[config.mk]
export PLATFORM = sky130hd
export DESIGN_NAME = nsc_nmi_status
export DESIGN_NICKNAME = d
export VERILOG_FILES = /design/src/core/nsc_pkg.sv /design/src/core/nsc_nmi_status.sv
export SDC_FILE = /design/constraint.sdc
export NUM_CORES = 1
export LEC_CHECK = 0
export ABC_AREA = 0
export BUFFER_PORTS_ARGS = -buffer_cell sky130_fd_sc_hd__buf_2
export CAP_MARGIN = 40
export CORE_MARGIN = 3
export CORE_UTILIZATION = 35
export CTS_CLUSTER_DIAMETER = 60
export DETAILED_ROUTE_END_ITERATION = 10
export PLACE_DENSITY = 0.71
export SLEW_MARGIN = 10
export SYNTH_ARGS = -nofsm -noshare
export SYNTH_HDL_FRONTEND = slang
export SYNTH_SLANG_ARGS = --single-unit
[constraint.sdc]
create_clock -name clk_in -period 1.08 [get_ports clk_in]
set_input_delay 0.054 -clock clk_in [delete_from_list [all_inputs] [get_ports clk_in]]
set_output_delay 0.054 -clock clk_in [all_outputs]
set_load 0.01 [all_outputs]
[src/core/nsc_pkg.sv]
package nsc_pkg;

  // i/o port addresses
  localparam logic [15:0] NSC_STATUS_ADDR = 16'h0061;
  localparam logic [15:0] NSC_MASK_ADDR   = 16'h0070;

  // field positions in the status/control register
  localparam int NSC_BIT_PERR    = 7;
  localparam int NSC_BIT_IOCHK   = 6;
  localparam int NSC_BIT_SPKOUT  = 5;
  localparam int NSC_BIT_REFRESH = 4;
  localparam int NSC_BIT_CHK_DIS = 3;
  localparam int NSC_BIT_ERR_DIS = 2;
  localparam int NSC_BIT_SPK_EN  = 1;
  localparam int NSC_BIT_GATE    = 0;

  // mask port fields
  localparam int NSC_BIT_NMI_MASK = 7;
  localparam int NSC_RTC_W        = 7;

  // values after reset
  localparam logic [3:0] NSC_CTRL_RST   = 4'h0;
  localparam logic       NSC_MASK_RST   = 1'b0;
  localparam logic [6:0] NSC_RTC_RST    = 7'h00;
  localparam logic [7:0] NSC_RDATA_RST  = 8'h00;
  localparam logic [7:0] NSC_UNMAPPED_RD = 8'h00;
  localparam logic       NSC_PIN_IDLE    = 1'h1;
  localparam logic       NSC_FLAG_RST    = 1'h0;

  // one i/o cycle request from the host side
  typedef struct packed {
    logic        rd;     // read strobe, one cycle
    logic        wr;     // write strobe, one cycle
    logic [15:0] addr;   // i/o port address
    logic [7:0]  wdata;  // write data
  } nsc_io_req_s;

endpackage : nsc_pkg

[src/core/nsc_nmi_status.sv]
`timescale 1ns/100ps
module nsc_nmi_status
  import nsc_pkg::*;
(
  input  wire logic        clk_in,        // 100 MHz system clock
  input  wire logic        resetn_in,     // async reset, low active
  input  wire nsc_io_req_s io_req_in,     // i/o cycle request
  output logic       [7:0] io_rdata_out,  // read data
  output logic             io_rvalid_out, // read data valid pulse
  input  wire logic        perr_n_in,     // board parity error pin
  input  wire logic        iochk_n_in,    // channel check pin
  input  wire logic        serr_nmi_in,   // system error nmi, gated upstream
  input  wire logic        spk_cnt_in,    // speaker counter output
  input  wire logic        refresh_in,    // refresh cycle done pulse
  output logic             spk_gate_out,  // speaker counter gate
  output logic             speaker_out,   // speaker pin
  output logic             nmi_out,       // nmi request
  output logic       [6:0] rtc_addr_out   // clock memory address
);

  // register state
  logic       gate_q;
  logic       gate_d;
  logic       spk_en_q;
  logic       spk_en_d;
  logic       err_dis_q;
  logic       err_dis_d;
  logic       chk_dis_q;
  logic       chk_dis_d;
  logic       perr_st_q;
  logic       perr_st_d;
  logic       chk_st_q;
  logic       chk_st_d;
  logic       refr_q;
  logic       refr_d;
  logic       mask_q;
  logic       mask_d;
  logic [6:0] rtc_q;
  logic [6:0] rtc_d;
  logic [7:0] rdata_q;
  logic       rvalid_q;
  logic       spk_q;
  logic       nmi_q;

  // pin synchronisers and edge history
  logic       perr_s1_q;
  logic       perr_s2_q;
  logic       perr_s3_q;
  logic       chk_s1_q;
  logic       chk_s2_q;

  // address decode
  wire hit_status = (io_req_in.addr == NSC_STATUS_ADDR);
  wire hit_mask   = (io_req_in.addr == NSC_MASK_ADDR);

  // strobes qualified per port, except rd_any which takes every read
  wire wr_status  = io_req_in.wr & hit_status;
  wire wr_mask    = io_req_in.wr & hit_mask;
  wire rd_status  = io_req_in.rd & hit_status;
  wire rd_any     = io_req_in.rd;

  // write data fields, upper status bits never stored
  wire       wr_gate   = io_req_in.wdata[NSC_BIT_GATE];
  wire       wr_spk_en = io_req_in.wdata[NSC_BIT_SPK_EN];
  wire       wr_err    = io_req_in.wdata[NSC_BIT_ERR_DIS];
  wire       wr_chk    = io_req_in.wdata[NSC_BIT_CHK_DIS];
  wire       wr_nmask  = io_req_in.wdata[NSC_BIT_NMI_MASK];
  wire [6:0] wr_rtc    = io_req_in.wdata[NSC_RTC_W-1:0];

  // synchroniser taps seen by the logic
  wire perr_sync  = perr_s2_q;
  wire perr_prev  = perr_s3_q;
  wire chk_sync   = chk_s2_q;

  // source events after synchronisation
  wire perr_pulse = perr_prev & ~perr_sync;  // falling pin edge
  wire chk_level  = ~chk_sync;               // pin held low

  // status set and clear terms
  wire perr_set   = perr_pulse;
  wire perr_clr   = err_dis_q;
  wire chk_set    = chk_level;
  wire chk_clr    = chk_dis_q;

  // control bits: only the low nibble is stored
  assign gate_d    = wr_status ? wr_gate : gate_q;
  assign spk_en_d  = wr_status ? wr_spk_en : spk_en_q;
  assign err_dis_d = wr_status ? wr_err : err_dis_q;
  assign chk_dis_d = wr_status ? wr_chk : chk_dis_q;

  // board error status: set on pulse when enabled, held clear when disabled
  assign perr_st_d = perr_clr ? 1'h0 :
                     (perr_st_q | perr_set);

  // channel check status
  assign chk_st_d = chk_clr ? 1'h0 :
                    (chk_st_q | chk_set);

  // refresh toggle
  assign refr_d = refresh_in ? ~refr_q : refr_q;

  // mask port, write only
  assign mask_d = wr_mask ? wr_nmask : mask_q;
  assign rtc_d  = wr_mask ? wr_rtc : rtc_q;

  // read value, speaker counter taken live
  wire [3:0] ctrl_rd   = {chk_dis_q, err_dis_q, spk_en_q, gate_q};
  wire [7:0] status_rd = {perr_st_q,
                          chk_st_q,
                          spk_cnt_in,
                          refr_q,
                          ctrl_rd};

  // unmapped and write-only ports read as zero
  wire [7:0] rdata_d = rd_status ? status_rd : NSC_UNMAPPED_RD;

  // any read is answered
  wire rvalid_d = rd_any;

  // per-source nmi terms
  wire nmi_perr = perr_st_q & ~err_dis_q;
  wire nmi_chk  = chk_st_q & ~chk_dis_q;
  wire nmi_serr = serr_nmi_in;

  // enabled sources qualified by the global mask
  wire nmi_src = nmi_perr | nmi_chk | nmi_serr;
  wire nmi_d   = nmi_src & ~mask_q;

  // speaker pin next value
  wire spk_d   = spk_en_q & spk_cnt_in;

  // board error pin, first stage
  always_ff @(posedge clk_in or negedge resetn_in) begin
    if (!resetn_in) begin
      perr_s1_q <= NSC_PIN_IDLE;
    end else begin
      perr_s1_q <= perr_n_in;
    end
  end

  // board error pin, second stage
  always_ff @(posedge clk_in or negedge resetn_in) begin
    if (!resetn_in) begin
      perr_s2_q <= NSC_PIN_IDLE;
    end else begin
      perr_s2_q <= perr_s1_q;
    end
  end

  // board error edge history
  always_ff @(posedge clk_in or negedge resetn_in) begin
    if (!resetn_in) begin
      perr_s3_q <= NSC_PIN_IDLE;
    end else begin
      perr_s3_q <= perr_s2_q;
    end
  end

  // channel check pin, first stage
  always_ff @(posedge clk_in or negedge resetn_in) begin
    if (!resetn_in) begin
      chk_s1_q <= NSC_PIN_IDLE;
    end else begin
      chk_s1_q <= iochk_n_in;
    end
  end

  // channel check pin, second stage
  always_ff @(posedge clk_in or negedge resetn_in) begin
    if (!resetn_in) begin
      chk_s2_q <= NSC_PIN_IDLE;
    end else begin
      chk_s2_q <= chk_s1_q;
    end
  end

  // counter gate bit
  always_ff @(posedge clk_in or negedge resetn_in) begin
    if (!resetn_in) begin
      gate_q <= NSC_CTRL_RST[NSC_BIT_GATE];
    end else begin
      gate_q <= gate_d;
    end
  end

  // speaker enable bit
  always_ff @(posedge clk_in or negedge resetn_in) begin
    if (!resetn_in) begin
      spk_en_q <= NSC_CTRL_RST[NSC_BIT_SPK_EN];
    end else begin
      spk_en_q <= spk_en_d;
    end
  end

  // board error disable bit
  always_ff @(posedge clk_in or negedge resetn_in) begin
    if (!resetn_in) begin
      err_dis_q <= NSC_CTRL_RST[NSC_BIT_ERR_DIS];
    end else begin
      err_dis_q <= err_dis_d;
    end
  end

  // channel check disable bit
  always_ff @(posedge clk_in or negedge resetn_in) begin
    if (!resetn_in) begin
      chk_dis_q <= NSC_CTRL_RST[NSC_BIT_CHK_DIS];
    end else begin
      chk_dis_q <= chk_dis_d;
    end
  end

  // board error status
  always_ff @(posedge clk_in or negedge resetn_in) begin
    if (!resetn_in) begin
      perr_st_q <= NSC_FLAG_RST;
    end else begin
      perr_st_q <= perr_st_d;
    end
  end

  // channel check status
  always_ff @(posedge clk_in or negedge resetn_in) begin
    if (!resetn_in) begin
      chk_st_q <= NSC_FLAG_RST;
    end else begin
      chk_st_q <= chk_st_d;
    end
  end

  // refresh toggle bit
  always_ff @(posedge clk_in or negedge resetn_in) begin
    if (!resetn_in) begin
      refr_q <= NSC_FLAG_RST;
    end else begin
      refr_q <= refr_d;
    end
  end

  // global nmi mask
  always_ff @(posedge clk_in or negedge resetn_in) begin
    if (!resetn_in) begin
      mask_q <= NSC_MASK_RST;
    end else begin
      mask_q <= mask_d;
    end
  end

  // clock memory address
  always_ff @(posedge clk_in or negedge resetn_in) begin
    if (!resetn_in) begin
      rtc_q <= NSC_RTC_RST;
    end else begin
      rtc_q <= rtc_d;
    end
  end

  // read data
  always_ff @(posedge clk_in or negedge resetn_in) begin
    if (!resetn_in) begin
      rdata_q <= NSC_RDATA_RST;
    end else begin
      rdata_q <= rdata_d;
    end
  end

  // read answer strobe
  always_ff @(posedge clk_in or negedge resetn_in) begin
    if (!resetn_in) begin
      rvalid_q <= NSC_FLAG_RST;
    end else begin
      rvalid_q <= rvalid_d;
    end
  end

  // speaker pin flop
  always_ff @(posedge clk_in or negedge resetn_in) begin
    if (!resetn_in) begin
      spk_q <= NSC_FLAG_RST;
    end else begin
      spk_q <= spk_d;
    end
  end

  // nmi request flop
  always_ff @(posedge clk_in or negedge resetn_in) begin
    if (!resetn_in) begin
      nmi_q <= NSC_FLAG_RST;
    end else begin
      nmi_q <= nmi_d;
    end
  end

  // host side outputs
  assign io_rdata_out  = rdata_q;
  assign io_rvalid_out = rvalid_q;

  // speaker, nmi and clock address outputs
  assign spk_gate_out  = gate_q;
  assign speaker_out   = spk_q;
  assign nmi_out       = nmi_q;
  assign rtc_addr_out  = rtc_q;

endmodule : nsc_nmi_status

==> results.md <==
- Status: finished, violations left
- Failing checks: negative setup slack
- N_diodes: 0
- Pre-CTS setup slack: -0.436 ns
- Die area: roughly 0.0040 sq mm
- Final wirelength: between 2000 and 2500 um
- FF+latch count, synth: 31
- Top FF cell, synth: dfrtp_1
- Overall power: approximately 2.2 mW
- Reg2Reg Depth: 3
- Final worst setup slack: -0.0285 ns
- Worst-margin pin slew: between 0.3 and 0.4 ns
- Post-route ant nets: 0
- Fmax: between 0.9 and 1 GHz
- Share of cells above drive strength 1: between 50% and 60%
- Placed cells: 172
- First-pass GRT wire length: around 4200 um
- Clock buffer depth: 2
- Number of cells on the critical path: 6
- Largest net degree at the start of global routing: 17
- GRT Overall Usage: 13.5%
- Unrepaired setup endpoints after global routing: true
- Crit path max-delay family: simple AND/OR/NAND/NOR gates
- Final Max Slew Viols: 0
- Reg2reg end: nmi_out
- Sequential Area: 782 sq um
- Final period utilization: 103%
- DRT Pass-1 Iters: 4
- I/O pin cnt: 52
- Buf/Inv on CP: 2
- Die X-Extent: approximately 63 um
- Top fanout value on the critical path: 8
- Most common cell after layout, fill and taps aside: buf_2
- Via density: about 4.3
- Syn_nets: roughly 110
- Worst path cell trace: buf_6 > nor4_4 > nand4_2 > nor4_4 > buf_6 > mux2_2
- Initial antenna violation count: 0
- EDFF count, synth: 0
- Startpoint Class: primary input
- Clock latency on the worst-skew pair: 0.32 ns
- Cell Rows: 20
- CP max stage delay: around 0.33 ns
- Final Instance Area: 0.00175 sq mm
- Final Wtd Congestion: 0.782
- Unique masters post-synth: 18
- Number of fill cells: 267
- Area of the multi-input gates: between 300 and 400 sq um
- Vias in the first global route: around 970
- Crit path DAT: between 1 and 1.5 ns
- Top-area cell type share of the netlist area: a little under three fifths
- Htree depth: 2
- Sequential share of the synthesized area: about 68%
- Crit Reg-Reg Startpoint: chk_clr
- Initial core utilization: a little under two fifths
- GR Overflow Total: 0
- DR iter-0 viols: 12
- DP Area: 0.00150 sq mm
- Post-route minimum period: between 1 and 1.5 ns
- WS Path Type: in -> reg
- Tightest Hold Check Type: in -> async
- CP startpoint: io_req_in[16]
- Port buffer count: 51
- Slew margin rel.: approximately three quarters
- Power per standard cell area: between 1000 and 1500 mW/mm^2
- Mapped Area: approximately 0.0011 sq mm
- Yosys warning total: 0
- CTS Buf Count: 5
- Area grow syn2layout: 53.3%
- Final Skew: approximately 0.012 ns
- Residual DRC: 0
- Hold Vio Cnt, Final: 0
- WP data required: around 1.3 ns
- Max VDD drop: around 700 uV
- Top cells by area, synth: dfrtp_1, mux2_2, dfstp_2, and2_1, nor4_4
- Post-DP HPWL: about 1800 um
- Clock slew at reported path FFs: approximately 0.10 ns
- Synth area leader: dfrtp_1
- Crit path capture type: flop
- DR WL/cell: roughly 12 um
- Avg Inst Size Synth: about 16 sq um
- Crit path capture: rtc_addr_out[6]
- Fin cells: approximately 200
- FF-to-FF setup slack: roughly 0.22 ns
- Leak: 0.920 nW
- Max Cap Viol: 0
- Nets@finish: 183
- Most frequent cells in the layout: buf_2, dfrtp_1, dlygate4sd3_1
- CP max-delay cell: mux2_2
- Asr flop ratio synth: 100%
- Clk sinks: 31
- CTS tree: yes
- Synthesized instance count: 73
- Core ar.: 0.00308 sq mm
- Clock Tree Root: clkbuf_4
- DR vias: 847
- Max FFs per register: 8
- Final-report setup violation count: 5
- Die Ht: around 63 um
metal layers:
layer  up-vias  track usage (%)  part of all wire, %
li1        406                -                    -
met1       401             13.7                   39
met2        34             24.1                   52
met3         6             6.42                  7.7
met4         0             4.68                  1.6
met5         -                0                    0
power by group:
| part | internal, mW | total, mW | switching, mW |
|---|---|---|---|
| clock network | 0.380 | 0.760 | 0.380 |
| registers | 1.20 | 1.21 | 0.0150 |
| logic | 0.106 | 0.181 | 0.0747 |
cells by family (layout without fill, tap and decap cells):
family	after synthesis	in the layout	synth area share (%)
xor+xnor	1	1	0.766
mux	12	12	11.8
simple gates	22	22	16.3
buf+inv	4	82	1.31
flops	31	31	68.4
compound gates	3	3	1.42
Yosys cell counts (all sizes together), types with 2 or more instances:
master  count
a21oi       2
and2        9
and4        2
dfrtp      26
dfstp       5
inv         4
mux2       12
nor2        3
nor4        3
stage by stage:
stage | TNS, ns | util [%] | hold slack, ns
2_1_floorplan | -2.85 | - | -0.242
3_3_place_gp | -4.43 | 48.6 | -0.0267
3_5_place_dp | -5.23 | 48.6 | -0.0166
4_1_cts | -0.137 | 56.4 | 0.145
5_1_grt | -0.492 | 57.0 | 0.193
6_report | -0.108 | 57.0 | 0.154
layout make-up:
| class | instances | area share (%) |
|---|---|---|
| flip-flops and latches | 31 | 44.6 |
| clock inverters | 1 | 0.428 |
| clock buffers | 7 | 3.71 |
| multi-input cells | 38 | 21.1 |
| repair buffers | 70 | 26.1 |
| inverters | 4 | 0.857 |
| well taps | 44 | 3.14 |
worst min path at each step:
stage	endpoint	slack, ns	cells past startpoint
6_report	perr_st_q	0.15	2
4_1_cts	perr_st_q	0.14	2
2_1_floorplan	chk_clr	-0.24	0
3_3_place_gp	perr_st_q	-0.03	1
5_1_grt	perr_st_q	0.19	2
3_5_place_dp	perr_st_q	-0.02	1
timing repair:
action | 4_1_cts | 5_1_grt
pin swaps | 1 | 1
endpoints found under the hold margin | 49 | 0
buffers inserted | 0 | 0
hold buffers | 15 | 0
resized for setup | 4 | 3
endpoints found under the setup margin | 8 | 9
Power figures use the tool's default switching activity.
